File: config.mk
export PLATFORM = sky130hd
export DESIGN_NAME = fpcd_host
export DESIGN_NICKNAME = d
export VERILOG_FILES = /design/src/core/fpcd_sync.v /design/src/core/fpcd_cycle.v /design/src/core/fpcd_host.v
export VERILOG_INCLUDE_DIRS = /design/src /design/src/common
export SDC_FILE = /design/constraint.sdc
export NUM_CORES = 1
export LEC_CHECK = 0
export BUFFER_PORTS_ARGS = -buffer_cell sky130_fd_sc_hd__buf_2
export CAP_MARGIN = 5
export CELL_PAD_IN_SITES_DETAIL_PLACEMENT = 1
export CELL_PAD_IN_SITES_GLOBAL_PLACEMENT = 1
export CORE_UTILIZATION = 38
export CTS_BUF_LIST = sky130_fd_sc_hd__clkbuf_16
export DETAILED_ROUTE_END_ITERATION = 7
export PLACE_DENSITY_LB_ADDON = 0.1
export SYNTH_ARGS = -nofsm -noshare
export SYNTH_HDL_FRONTEND = slang
export SYNTH_HIERARCHICAL = 1
export SYNTH_SLANG_ARGS = --single-unit
File: constraint.sdc
create_clock -name pclk -period 3.5 [get_ports pclk]
set_input_delay 0.35 -clock pclk [delete_from_list [all_inputs] [get_ports pclk]]
set_output_delay 0.35 -clock pclk [all_outputs]
set_load 0.05 [all_outputs]
File: src/common/fpcd_map.vh
// Constants of the flash protection command host: register offsets,
// field positions, command codes, operation codes and bus timing.
// Assumes includers already run on pclk at 125 MHz.
`ifndef FPCD_MAP_VH
`define FPCD_MAP_VH

// ----------------------------------------------------------------
// Register offsets (byte addresses on APB)
// ----------------------------------------------------------------
`define FPCD_OFF_CMD 8'h00
`define FPCD_OFF_ADDR 8'h04
`define FPCD_OFF_WDATA 8'h08
`define FPCD_OFF_STATUS 8'h0c
`define FPCD_OFF_RDATA 8'h10
`define FPCD_OFF_COUNT 8'h14
`define FPCD_OFF_BUF0 8'h20
`define FPCD_OFF_BUF3 8'h2c

// ----------------------------------------------------------------
// Field positions
// ----------------------------------------------------------------
`define FPCD_ST_BUSY 0
`define FPCD_ST_REFUSED 1
`define FPCD_ST_MODE_LO 3
`define FPCD_ST_PWNEXT_LO 6
`define FPCD_RD_PROT 16
`define FPCD_LREG_PERSIST_BIT 1
`define FPCD_LREG_PASSWD_BIT 2
`define FPCD_SECTOR_LO 16

// ----------------------------------------------------------------
// Flash command words and unlock addresses
// ----------------------------------------------------------------
`define FPCD_UNLOCK_A1 26'h0000555
`define FPCD_UNLOCK_A2 26'h00002aa
`define FPCD_UNLOCK_D1 16'h00aa
`define FPCD_UNLOCK_D2 16'h0055
`define FPCD_CMD_LOCK_ENT 16'h0050
`define FPCD_CMD_DYB_ENT 16'h00e0
`define FPCD_CMD_ECC_ENT 16'h0075
`define FPCD_CMD_LREG_ENT 16'h0040
`define FPCD_CMD_PWD_ENT 16'h0060
`define FPCD_CMD_PROG 16'h00a0
`define FPCD_CMD_EXIT 16'h0090
`define FPCD_CMD_RESET 16'h00f0
`define FPCD_CMD_BUF_LOAD 16'h0025
`define FPCD_CMD_BUF_CONF 16'h0029
`define FPCD_PROT_STATE 8'h00

// ----------------------------------------------------------------
// Operation codes written to CMD
// ----------------------------------------------------------------
`define FPCD_OP_ARR_RD 5'h00
`define FPCD_OP_LOCK_ENT 5'h01
`define FPCD_OP_LOCK_CLR 5'h02
`define FPCD_OP_LOCK_RD 5'h03
`define FPCD_OP_DYB_ENT 5'h04
`define FPCD_OP_DYB_SET 5'h05
`define FPCD_OP_DYB_CLR 5'h06
`define FPCD_OP_DYB_RD 5'h07
`define FPCD_OP_ECC_ENT 5'h08
`define FPCD_OP_ECC_RD 5'h09
`define FPCD_OP_EXIT 5'h0a
`define FPCD_OP_RESET 5'h0b
`define FPCD_OP_LREG_ENT 5'h0c
`define FPCD_OP_LREG_PRG 5'h0d
`define FPCD_OP_LREG_RD 5'h0e
`define FPCD_OP_PWD_ENT 5'h0f
`define FPCD_OP_PWD_PRG 5'h10
`define FPCD_OP_PWD_RD 5'h11
`define FPCD_OP_BUF_LOAD 5'h12
`define FPCD_OP_ABORT_RST 5'h13

// ----------------------------------------------------------------
// Command modes tracked by the host
// ----------------------------------------------------------------
`define FPCD_MODE_ARRAY 3'h0
`define FPCD_MODE_LOCK 3'h1
`define FPCD_MODE_DYB 3'h2
`define FPCD_MODE_ECC 3'h3
`define FPCD_MODE_LREG 3'h4
`define FPCD_MODE_PWD 3'h5

// ----------------------------------------------------------------
// Bus timing
// ----------------------------------------------------------------
`define FPCD_T_CLK_NS 8
`define FPCD_T_WP_NS 35
`define FPCD_T_ACC_NS 110
`define FPCD_SYNC_CYC 2
`define FPCD_WP_CYC ((`FPCD_T_WP_NS + `FPCD_T_CLK_NS - 1) / `FPCD_T_CLK_NS)
`define FPCD_ACC_CYC ((`FPCD_T_ACC_NS + `FPCD_T_CLK_NS - 1) / `FPCD_T_CLK_NS)
`define FPCD_RD_CYC (`FPCD_ACC_CYC + `FPCD_SYNC_CYC)

`endif

File: src/core/fpcd_sync.v
// Two-flop synchroniser for pin inputs.
// Assumes the input is asynchronous to pclk; bits are not coherent.
`timescale 1ns/1ps
module fpcd_sync #(
  parameter W = 16
) (
  input wire pclk,
  input wire presetn,
  input wire [W-1:0] d,
  output reg [W-1:0] q
);
  reg [W-1:0] meta_q;

  always @(posedge pclk or negedge presetn) begin
    if (!presetn) begin
      meta_q <= {W{1'b0}};
      q <= {W{1'b0}};
    end else begin
      meta_q <= d;
      q <= meta_q;
    end
  end
endmodule // fpcd_sync

File: src/core/fpcd_cycle.v
// One asynchronous flash bus cycle: write or read, strobe timing from map.
// Assumes dq_in is already synchronised; read sampling allows for that.
`timescale 1ns/1ps
`include "fpcd_map.vh"
module fpcd_cycle (
  input wire pclk,
  input wire presetn,
  input wire go,
  input wire rd,
  input wire [25:0] a,
  input wire [15:0] d,
  input wire [15:0] dq_in,
  output reg done,
  output reg [15:0] rdata,
  output reg [25:0] fl_addr,
  output reg [15:0] fl_dq_out,
  output reg fl_dq_oe_n,
  output reg fl_ce_n,
  output reg fl_oe_n,
  output reg fl_we_n
);
  localparam [1:0] C_IDLE = 2'd0;
  localparam [1:0] C_SETUP = 2'd1;
  localparam [1:0] C_PULSE = 2'd2;
  localparam [1:0] C_HOLD = 2'd3;
  localparam integer WP_END = `FPCD_WP_CYC - 1;
  localparam integer RD_END = `FPCD_RD_CYC - 1;
  localparam [4:0] WP_LAST = WP_END[4:0];
  localparam [4:0] RD_LAST = RD_END[4:0];

  reg [1:0] st_q;
  reg [4:0] cnt_q;
  reg rd_q;

  always @(posedge pclk or negedge presetn) begin
    if (!presetn) begin
      st_q <= C_IDLE;
      cnt_q <= 5'h00;
      rd_q <= 1'b0;
      done <= 1'b0;
      rdata <= 16'h0000;
      fl_addr <= 26'h0000000;
      fl_dq_out <= 16'h0000;
      fl_dq_oe_n <= 1'b1;
      fl_ce_n <= 1'b1;
      fl_oe_n <= 1'b1;
      fl_we_n <= 1'b1;
    end else begin
      done <= 1'b0;
      case (st_q)
        C_IDLE: begin
          if (go) begin
            fl_addr <= a;
            fl_dq_out <= d;
            rd_q <= rd;
            fl_dq_oe_n <= rd;
            fl_ce_n <= 1'b0;
            st_q <= C_SETUP;
          end
        end
        C_SETUP: begin
          cnt_q <= 5'h00;
          if (rd_q) begin
            fl_oe_n <= 1'b0;
          end else begin
            fl_we_n <= 1'b0;
          end
          st_q <= C_PULSE;
        end
        C_PULSE: begin
          cnt_q <= cnt_q + 5'h01;
          // Read holds oe low long enough to cover access time plus sync delay
          if (rd_q && cnt_q == RD_LAST) begin
            rdata <= dq_in;
            fl_oe_n <= 1'b1;
            st_q <= C_HOLD;
          end else if (!rd_q && cnt_q == WP_LAST) begin
            fl_we_n <= 1'b1;
            st_q <= C_HOLD;
          end
        end
        C_HOLD: begin
          // Data held one cycle past the rising write strobe
          fl_ce_n <= 1'b1;
          fl_dq_oe_n <= 1'b1;
          done <= 1'b1;
          st_q <= C_IDLE;
        end
        default: st_q <= C_IDLE;
      endcase
    end
  end
endmodule // fpcd_cycle

File: src/core/fpcd_host.v
// Host controller for the protection command sets of a parallel NOR flash.
// Software writes operations over APB; the sequencer issues bus cycles.
// Assumes one pclk domain; flash data pins are asynchronous.
//
// Behaviour
// - Lock set entry 555/AA,2AA/55,555/50; inside, A0 then 0 clears lock bit
// - Volatile overlay entry 555/AA, 2AA/55, 555/E0
// - In volatile overlay A0 then sector write 0 sets, 1 clears bit
// - ECC overlay entry unlock plus 555/75; reads give ECC; F0 leaves
// - After any entry, exit or reset needed before array reads
// - Reset command resumes array reads from identification or limit flag
// - All command cycles are writes except the listed read cycles
// - Buffer abort recovery uses the full three-write reset sequence
// - One password word per A0 command, words 0 to 3 in order
// - Buffer count is locations minus one; all in one line
`timescale 1ns/1ps
`include "fpcd_map.vh"
module fpcd_host (
  input wire pclk,
  input wire presetn,
  input wire psel,
  input wire penable,
  input wire pwrite,
  input wire [7:0] paddr,
  input wire [31:0] pwdata,
  output reg [31:0] prdata,
  output reg pready,
  output reg pslverr,
  output wire [25:0] fl_addr,
  input wire [15:0] fl_dq_in,
  output wire [15:0] fl_dq_out,
  output wire fl_dq_oe_n,
  output wire fl_ce_n,
  output wire fl_oe_n,
  output wire fl_we_n
);
  // ----------------------------------------------------------------
  // State
  // ----------------------------------------------------------------
  localparam [1:0] S_IDLE = 2'd0;
  localparam [1:0] S_ISSUE = 2'd1;
  localparam [1:0] S_WAIT = 2'd2;

  reg [1:0] st_q;
  reg [3:0] step_q;
  reg go_q;
  reg [4:0] op_q;
  reg [25:0] addr_q;
  reg [15:0] wdata_q;
  reg [1:0] count_q;
  reg [15:0] buf_q [0:3];
  reg [2:0] mode_q;
  reg busy_q;
  reg refused_q;
  reg [2:0] pwnext_q;
  reg [15:0] rdata_q;

  wire [15:0] dq_sync;
  wire cyc_done;
  wire [15:0] cyc_rdata;

  // ----------------------------------------------------------------
  // APB slave
  // ----------------------------------------------------------------
  wire setup = psel & ~penable;
  wire acc_wr = psel & penable & pready & pwrite;
  wire is_buf = (paddr[7:4] == 4'h2) && (paddr[1:0] == 2'b00);
  wire hit = (paddr == `FPCD_OFF_CMD) || (paddr == `FPCD_OFF_ADDR) ||
             (paddr == `FPCD_OFF_WDATA) || (paddr == `FPCD_OFF_STATUS) ||
             (paddr == `FPCD_OFF_RDATA) || (paddr == `FPCD_OFF_COUNT) || is_buf;
  wire wr_cmd = acc_wr && (paddr == `FPCD_OFF_CMD);
  wire [4:0] new_op = pwdata[4:0];
  wire [25:0] sector = {addr_q[25:`FPCD_SECTOR_LO], 16'h0000};
  wire prot = (rdata_q[7:0] == `FPCD_PROT_STATE);
  reg [31:0] rd_mux;

  always @* begin
    rd_mux = 32'h00000000;
    case (paddr)
      `FPCD_OFF_CMD: rd_mux = {27'h0000000, op_q};
      `FPCD_OFF_ADDR: rd_mux = {6'h00, addr_q};
      `FPCD_OFF_WDATA: rd_mux = {16'h0000, wdata_q};
      `FPCD_OFF_STATUS: rd_mux = {23'h000000, pwnext_q, mode_q, 1'b0, refused_q, busy_q};
      `FPCD_OFF_RDATA: rd_mux = {15'h0000, prot, rdata_q};
      `FPCD_OFF_COUNT: rd_mux = {30'h00000000, count_q};
      default: rd_mux = is_buf ? {16'h0000, buf_q[paddr[3:2]]} : 32'h00000000;
    endcase
  end

  always @(posedge pclk or negedge presetn) begin
    if (!presetn) begin
      pready <= 1'b0;
      pslverr <= 1'b0;
      prdata <= 32'h00000000;
    end else begin
      // No wait states: answer registered during setup
      pready <= setup;
      pslverr <= setup & ~hit;
      prdata <= (setup && !pwrite) ? rd_mux : 32'h00000000;
    end
  end

  // ----------------------------------------------------------------
  // Legality of a new operation in the current mode
  // ----------------------------------------------------------------
  reg legal;

  always @* begin
    legal = 1'b0;
    case (new_op)
      `FPCD_OP_ARR_RD: legal = (mode_q == `FPCD_MODE_ARRAY);
      `FPCD_OP_LOCK_ENT, `FPCD_OP_DYB_ENT, `FPCD_OP_ECC_ENT, `FPCD_OP_LREG_ENT,
      `FPCD_OP_PWD_ENT, `FPCD_OP_BUF_LOAD: legal = (mode_q == `FPCD_MODE_ARRAY);
      `FPCD_OP_LOCK_CLR, `FPCD_OP_LOCK_RD: legal = (mode_q == `FPCD_MODE_LOCK);
      `FPCD_OP_DYB_SET, `FPCD_OP_DYB_CLR, `FPCD_OP_DYB_RD:
        legal = (mode_q == `FPCD_MODE_DYB);
      `FPCD_OP_ECC_RD: legal = (mode_q == `FPCD_MODE_ECC);
      `FPCD_OP_EXIT: legal = (mode_q != `FPCD_MODE_ARRAY) && (mode_q != `FPCD_MODE_ECC);
      `FPCD_OP_RESET, `FPCD_OP_ABORT_RST: legal = 1'b1;
      `FPCD_OP_LREG_PRG:
        // Both mode lock bits programmed together would abort in the device
        legal = (mode_q == `FPCD_MODE_LREG) &&
                (wdata_q[`FPCD_LREG_PERSIST_BIT] || wdata_q[`FPCD_LREG_PASSWD_BIT]);
      `FPCD_OP_LREG_RD: legal = (mode_q == `FPCD_MODE_LREG);
      `FPCD_OP_PWD_PRG:
        legal = (mode_q == `FPCD_MODE_PWD) && (pwnext_q[2] == 1'b0) &&
                (addr_q[1:0] == pwnext_q[1:0]);
      `FPCD_OP_PWD_RD: legal = (mode_q == `FPCD_MODE_PWD);
      default: legal = 1'b0;
    endcase
  end

  // ----------------------------------------------------------------
  // Step table: address, data and direction of each bus cycle
  // ----------------------------------------------------------------
  reg [25:0] s_addr;
  reg [15:0] s_data;
  reg s_rd;
  reg s_last;
  wire [3:0] bidx = step_q - 4'd4;
  wire unlock_op = (op_q == `FPCD_OP_LOCK_ENT) || (op_q == `FPCD_OP_DYB_ENT) ||
                   (op_q == `FPCD_OP_ECC_ENT) || (op_q == `FPCD_OP_LREG_ENT) ||
                   (op_q == `FPCD_OP_PWD_ENT) || (op_q == `FPCD_OP_BUF_LOAD) ||
                   (op_q == `FPCD_OP_ABORT_RST);

  always @*
  begin
    // Upper data byte stays zero in command cycles; high address lines too, except buffer load and volatile overlay set/clear cycles at the sector
    s_addr = 26'h0000000;
    s_data = 16'h0000;
    s_rd = 1'b0;
    s_last = 1'b0;
    if (unlock_op && step_q == 4'd0) begin
      s_addr = `FPCD_UNLOCK_A1;
      s_data = `FPCD_UNLOCK_D1;
    end else if (unlock_op && step_q == 4'd1) begin
      s_addr = `FPCD_UNLOCK_A2;
      s_data = `FPCD_UNLOCK_D2;
    end else begin
      case (op_q)
        `FPCD_OP_ARR_RD, `FPCD_OP_ECC_RD, `FPCD_OP_PWD_RD: begin
          s_addr = addr_q;
          s_rd = 1'b1;
          s_last = 1'b1;
        end
        `FPCD_OP_LOCK_RD, `FPCD_OP_LREG_RD: begin
          s_rd = 1'b1;
          s_last = 1'b1;
        end
        `FPCD_OP_DYB_RD: begin
          s_addr = sector;
          s_rd = 1'b1;
          s_last = 1'b1;
        end
        `FPCD_OP_LOCK_ENT: begin
          s_addr = `FPCD_UNLOCK_A1;
          s_data = `FPCD_CMD_LOCK_ENT;
          s_last = 1'b1;
        end
        `FPCD_OP_DYB_ENT: begin
          s_addr = `FPCD_UNLOCK_A1;
          s_data = `FPCD_CMD_DYB_ENT;
          s_last = 1'b1;
        end
        `FPCD_OP_ECC_ENT: begin
          s_addr = `FPCD_UNLOCK_A1;
          s_data = `FPCD_CMD_ECC_ENT;
          s_last = 1'b1;
        end
        `FPCD_OP_LREG_ENT: begin
          s_addr = `FPCD_UNLOCK_A1;
          s_data = `FPCD_CMD_LREG_ENT;
          s_last = 1'b1;
        end
        `FPCD_OP_PWD_ENT: begin
          s_addr = `FPCD_UNLOCK_A1;
          s_data = `FPCD_CMD_PWD_ENT;
          s_last = 1'b1;
        end
        `FPCD_OP_ABORT_RST: begin
          s_addr = `FPCD_UNLOCK_A1;
          s_data = `FPCD_CMD_RESET;
          s_last = 1'b1;
        end
        `FPCD_OP_LOCK_CLR: begin
          s_data = (step_q == 4'd0) ? `FPCD_CMD_PROG : 16'h0000;
          s_last = (step_q == 4'd1);
        end
        `FPCD_OP_DYB_SET, `FPCD_OP_DYB_CLR: begin
          // Any word inside the sector selects it
          s_addr = (step_q == 4'd0) ? 26'h0000000 : sector;
          s_data = (step_q == 4'd0) ? `FPCD_CMD_PROG :
                   ((op_q == `FPCD_OP_DYB_CLR) ? 16'h0001 : 16'h0000);
          s_last = (step_q == 4'd1);
        end
        `FPCD_OP_EXIT: begin
          s_data = (step_q == 4'd0) ? `FPCD_CMD_EXIT : 16'h0000;
          s_last = (step_q == 4'd1);
        end
        `FPCD_OP_RESET: begin
          s_data = `FPCD_CMD_RESET;
          s_last = 1'b1;
        end
        `FPCD_OP_LREG_PRG: begin
          s_data = (step_q == 4'd0) ? `FPCD_CMD_PROG : wdata_q;
          s_last = (step_q == 4'd1);
        end
        `FPCD_OP_PWD_PRG: begin
          s_addr = (step_q == 4'd0) ? 26'h0000000 : {24'h000000, addr_q[1:0]};
          s_data = (step_q == 4'd0) ? `FPCD_CMD_PROG : wdata_q;
          s_last = (step_q == 4'd1);
        end
        `FPCD_OP_BUF_LOAD: begin
          s_addr = sector;
          if (step_q == 4'd2) begin
            s_data = `FPCD_CMD_BUF_LOAD;
          end else if (step_q == 4'd3) begin
            s_data = {14'h0000, count_q};
          end else if (bidx <= {2'b00, count_q}) begin
            // Locations differ only in the two low bits, so share one line
            s_addr = {addr_q[25:2], bidx[1:0]};
            s_data = buf_q[bidx[1:0]];
          end else begin
            s_data = `FPCD_CMD_BUF_CONF;
            s_last = 1'b1;
          end
        end
        default: s_last = 1'b1;
      endcase
    end
  end

  // ----------------------------------------------------------------
  // Registers, mode tracking and sequencer
  // ----------------------------------------------------------------
  always @(posedge pclk or negedge presetn) begin
    if (!presetn) begin
      st_q <= S_IDLE;
      step_q <= 4'h0;
      go_q <= 1'b0;
      op_q <= 5'h00;
      addr_q <= 26'h0000000;
      wdata_q <= 16'h0000;
      count_q <= 2'b00;
      buf_q[0] <= 16'h0000;
      buf_q[1] <= 16'h0000;
      buf_q[2] <= 16'h0000;
      buf_q[3] <= 16'h0000;
      mode_q <= `FPCD_MODE_ARRAY;
      busy_q <= 1'b0;
      refused_q <= 1'b0;
      pwnext_q <= 3'h0;
      rdata_q <= 16'h0000;
    end else begin
      go_q <= 1'b0;
      if (acc_wr && paddr == `FPCD_OFF_ADDR) addr_q <= pwdata[25:0];
      if (acc_wr && paddr == `FPCD_OFF_WDATA) wdata_q <= pwdata[15:0];
      if (acc_wr && paddr == `FPCD_OFF_COUNT) count_q <= pwdata[1:0];
      if (acc_wr && is_buf) buf_q[paddr[3:2]] <= pwdata[15:0];
      // A refusal in the same cycle as the clear keeps the flag set
      if (wr_cmd && (busy_q || !legal)) begin
        refused_q <= 1'b1;
      end else if (acc_wr && paddr == `FPCD_OFF_STATUS && pwdata[`FPCD_ST_REFUSED]) begin
        refused_q <= 1'b0;
      end
      case (st_q)
        S_IDLE: begin
          if (wr_cmd && !busy_q && legal) begin
            op_q <= new_op;
            busy_q <= 1'b1;
            step_q <= 4'h0;
            go_q <= 1'b1;
            st_q <= S_ISSUE;
            case (new_op)
              `FPCD_OP_LOCK_ENT: mode_q <= `FPCD_MODE_LOCK;
              `FPCD_OP_DYB_ENT: mode_q <= `FPCD_MODE_DYB;
              `FPCD_OP_ECC_ENT: mode_q <= `FPCD_MODE_ECC;
              `FPCD_OP_LREG_ENT: mode_q <= `FPCD_MODE_LREG;
              `FPCD_OP_PWD_ENT: begin
                mode_q <= `FPCD_MODE_PWD;
                pwnext_q <= 3'h0;
              end
              `FPCD_OP_PWD_PRG: pwnext_q <= pwnext_q + 3'h1;
              `FPCD_OP_EXIT, `FPCD_OP_RESET, `FPCD_OP_ABORT_RST:
                mode_q <= `FPCD_MODE_ARRAY;
              default: mode_q <= mode_q;
            endcase
          end
        end
        S_ISSUE: st_q <= S_WAIT;
        S_WAIT: begin
          if (cyc_done) begin
            if (s_rd) rdata_q <= cyc_rdata;
            if (s_last) begin
              busy_q <= 1'b0;
              st_q <= S_IDLE;
            end else begin
              step_q <= step_q + 4'h1;
              go_q <= 1'b1;
              st_q <= S_ISSUE;
            end
          end
        end
        default: st_q <= S_IDLE;
      endcase
    end
  end

  // ----------------------------------------------------------------
  // Pin side
  // ----------------------------------------------------------------
  fpcd_sync #(
    .W(16)
  ) u_sync (
    .pclk(pclk),
    .presetn(presetn),
    .d(fl_dq_in),
    .q(dq_sync)
  );

  fpcd_cycle u_cycle (
    .pclk(pclk),
    .presetn(presetn),
    .go(go_q),
    .rd(s_rd),
    .a(s_addr),
    .d(s_data),
    .dq_in(dq_sync),
    .done(cyc_done),
    .rdata(cyc_rdata),
    .fl_addr(fl_addr),
    .fl_dq_out(fl_dq_out),
    .fl_dq_oe_n(fl_dq_oe_n),
    .fl_ce_n(fl_ce_n),
    .fl_oe_n(fl_oe_n),
    .fl_we_n(fl_we_n)
  );
endmodule // fpcd_host

==> metrics <==
Post-Synthesis Cells 1,073; maximum net fanout on the critical path 24; Routed Wire Length 37.81 mm; Die X 188.1 um; relative contribution of sequential cells to total power 47.8%; site row count 67; number of buffers inserted by post-CTS setup repair 0; data required time of the critical path 3980 ps; slowest stage delay, CP 660 ps; switching share of power 22.73%; proportion of power drawn by combinational gates 3.9%; Reg clk slew, reported paths 60 ps; Compound-Gate Fraction of Synth Area 10.58%; Die Ht 188.1 um; cell occurring most often along the worst timing path sky130_fd_sc_hd__o22ai_1; yosys synthesis warning count 6; category of the worst setup path capture point flop; final worst path period share 84.50%; netlist area before placement 13,150 um^2; mean instance size in the synthesized netlist 12.26 um^2; path class of the lowest-slack min-delay path in -> reg; vias in the first global route 9,903; RSZ-0062 raised after global routing no; iteration-0 DRC count of the detailed router 497; power per standard cell area 429.2 nW/um^2; accumulated negative setup slack 0 ps; peak supply drop 346.6 uV; H-tree Lvls 1; commonest register cell after synthesis sky130_fd_sc_hd__dfrtp_1; clock tree from TritonCTS yes; die area 35,360 um^2; arithmetic-cell share of the synthesized area counting full adders, half adders and majority gates 1.503%; number of standard cells in the layout, taps in and fillers out 1,699; internal power 5.193 mW; post-route antenna net violation count 0; layout overhead on the synthesized area 19.02%; count of cell types in the netlist 72; mux cell area share after synthesis 22.56%; total power draw 6.720 mW; Max-slew headroom 32.12%; number of maximum-capacitance constraint violations 0; initial antenna violation count 3; final design utilization 46.34%; hold slack final 37.85 ps; first-pass GRT wire length 59.52 mm; TritonCTS buffer count 31; TritonRoute pass-1 iters 5; detail-routed via count per cell 5.443; top library cells by usage in the layout, fill and taps aside sky130_fd_sc_hd__dfrtp_1 (271), sky130_fd_sc_hd__mux2_2 (180), sky130_fd_sc_hd__buf_2 (127); family with the most delay on the worst path simple AND/OR/NAND/NOR gates; top-level port count 141; synthesized flop and latch total 275; xor and xnor fraction of the mapped netlist area 0.4661%; CTS root buffer sky130_fd_sc_hd__clkbuf_16; number of failing hold endpoints at the final stage 0; transition time of the tightest slew-check pin 1018 ps; clock share of power 48.3%; routed wirelength normalized by instance count 22.25 um; pin count of the biggest net entering global routing 99; CP max-delay cell sky130_fd_sc_hd__dfrtp_1; main combinational cell family by area after synthesis multiplexers; Inst Count DP 1,616; count of flip-flops with a built-in enable after synthesis 0; clock period minus final worst setup slack 2958 ps; GP Congestion 0.8185; count of nets after finishing 1,302; Setup-failing EPs final 0; list of cells traversed by the critical path nand2b_1, nor3_1, nand3_1, o22ai_1, o22ai_1, or2b_1, o221ai_1; hold bufs inserted after CTS 25; Fmax 0.3381 GHz; sw power 1.528 mW; overflow left after global routing 0; initial core utilization 38.94%; CP bufs+invs 0; Clock Sink Count 275; share of layout cells above drive strength 1 36.11%; total DRC errors in the routed layout 0; outcome finished, final reports clean; Tot GR Track Use 21.74%; floorplan core area 33,780 um^2; sequential cell area fraction in the yosys report 52.35%; worst-case clock buffer depth 3; asr flop ratio synth 100.0%; most common cell after layout, fill and taps aside sky130_fd_sc_hd__dfrtp_1; type of element launching the critical path flop; final worst clock skew 16.43 ps; number of cells upsized or downsized after cts 0; fraction of the mapped netlist area in simple logic gates 9.198%; count of input and output buffers 128; CP Class reg -> reg; Clk Latency, worst-skew pair 580 ps; Arr. time, crit path 3440 ps; post-detailed-placement half-perimeter wirelength 25.90 mm; total number of vias 9,247; number of pins with negative max-slew slack in the final report 0; Static Leakage 7.670 nW
==> layer usage <==
metal | vias up | share of wire, % | routed length (um) | GRT usage [%]
li1 | 4246 | - | - | -
met1 | 4740 | 46 | 17340 | 29.86
met2 | 204 | 48 | 18100 | 35.99
met3 | 55 | 4.3 | 1612 | 3.425
met4 | 2 | 1.9 | 737 | 5.034
met5 | - | 0.021 | 8 | 0
==> metrics by stage <==
| step | setup slack (ps) | instance area, um^2 |
|---|---|---|
| finish | 542.4 | 15660 |
| global route | 237.5 | 15650 |
| CTS | 528.3 | 15650 |
| detailed placement | 558.1 | 14390 |
| global placement | 607.4 | 14390 |
| floorplan | 219.1 | 13170 |
==> cells in the mapped netlist, drive strengths merged, types with 3 or more instances <==
| cell type | n | area, um^2 |
|---|---|---|
| dfrtp | 271 | 6782 |
| mux2 | 192 | 2207 |
| nand2 | 67 | 254.0 |
| a21oi | 61 | 305.3 |
| o21ai | 52 | 260.3 |
| clkbuf | 40 | 150.1 |
| buf | 35 | 187.7 |
| nor2 | 34 | 143.9 |
| mux4 | 32 | 720.7 |
| nor3 | 26 | 130.1 |
| inv | 25 | 93.84 |
| and2 | 18 | 112.6 |
| nand3 | 17 | 97.60 |
| and3 | 15 | 93.84 |
| ha | 15 | 187.7 |
| a221oi | 14 | 122.6 |
| nor2b | 14 | 87.58 |
| a22o | 13 | 113.9 |
| a22oi | 12 | 90.09 |
| nand2b | 12 | 75.07 |
| a31oi | 10 | 62.56 |
| o22ai | 10 | 68.81 |
| a21o | 6 | 45.04 |
| nor4 | 6 | 52.55 |
| o32ai | 5 | 43.79 |
| or2 | 5 | 31.28 |
| a211oi | 4 | 30.03 |
| dfstp | 4 | 105.1 |
| mux2i | 4 | 40.04 |
| xor2 | 4 | 35.03 |
| a2111oi | 3 | 26.28 |
| nor3b | 3 | 27.52 |
| o211ai | 3 | 22.52 |
| o21a | 3 | 22.52 |
| or3 | 3 | 18.77 |
| xnor2 | 3 | 26.28 |
==> flip-flops by register name, summed over array words and instances (netlist names), 16 cells and up <==
register           count
addr_q                26
u_sync/meta_q         16
u_cycle/rdata         16
u_sync/q              16
wdata_q               16
u_cycle/fl_addr       26
u_cycle/fl_dq_out     16
prdata                26
rdata_q               16
buf_q                 64
==> worst paths after layout <==
| kind | start | end | slack, ps | cells past startpoint |
|---|---|---|---|---|
| setup reg to reg | op_q[3] | step_q[3] | 540 | 7 |
| hold reg to reg | u_sync/meta_q[6] | u_sync/q[6] | 340 | 0 |
| min in group asynchronous | presetn | u_cycle/fl_dq_out[2] | 410 | 2 |
| max in group asynchronous | presetn | buf_q[51] | 2140 | 3 |
| hold / removal | pwdata[16] | addr_q[16] | 40 | 2 |
| setup / recovery | op_q[3] | step_q[3] | 540 | 7 |
==> power by group through the flow <==
stage | clock network, mW | registers, mW | logic (mW)
global placement | 0 | 3.27 | 0.242
floorplan | 0 | 3.28 | 0.0923
CTS | 3.35 | 3.21 | 0.266
detailed placement | 0 | 3.27 | 0.245
global route | 3.47 | 3.22 | 0.287
finish | 3.25 | 3.22 | 0.259
==> cell type report <==
class,count,area [um^2]
Antenna cell,2,5.005
Clock buffer,31,775.7
Clock inverter,25,236.5
Fill cell,3568,18130
Inverter,26,97.59
Multi-Input combinational cell,702,5866
Sequential cell,275,6887
Tap cell,448,560.5
Timing Repair Buffer,190,1229
==> cells by family after synthesis <==
logic type	after synthesis
flops	275
simple gates	230
mux	228
compound gates	215
buf+inv	101
fa+ha+maj	16
xor+xnor	7
other cells	1
Note: power is estimated with default switching activity, not from simulation.
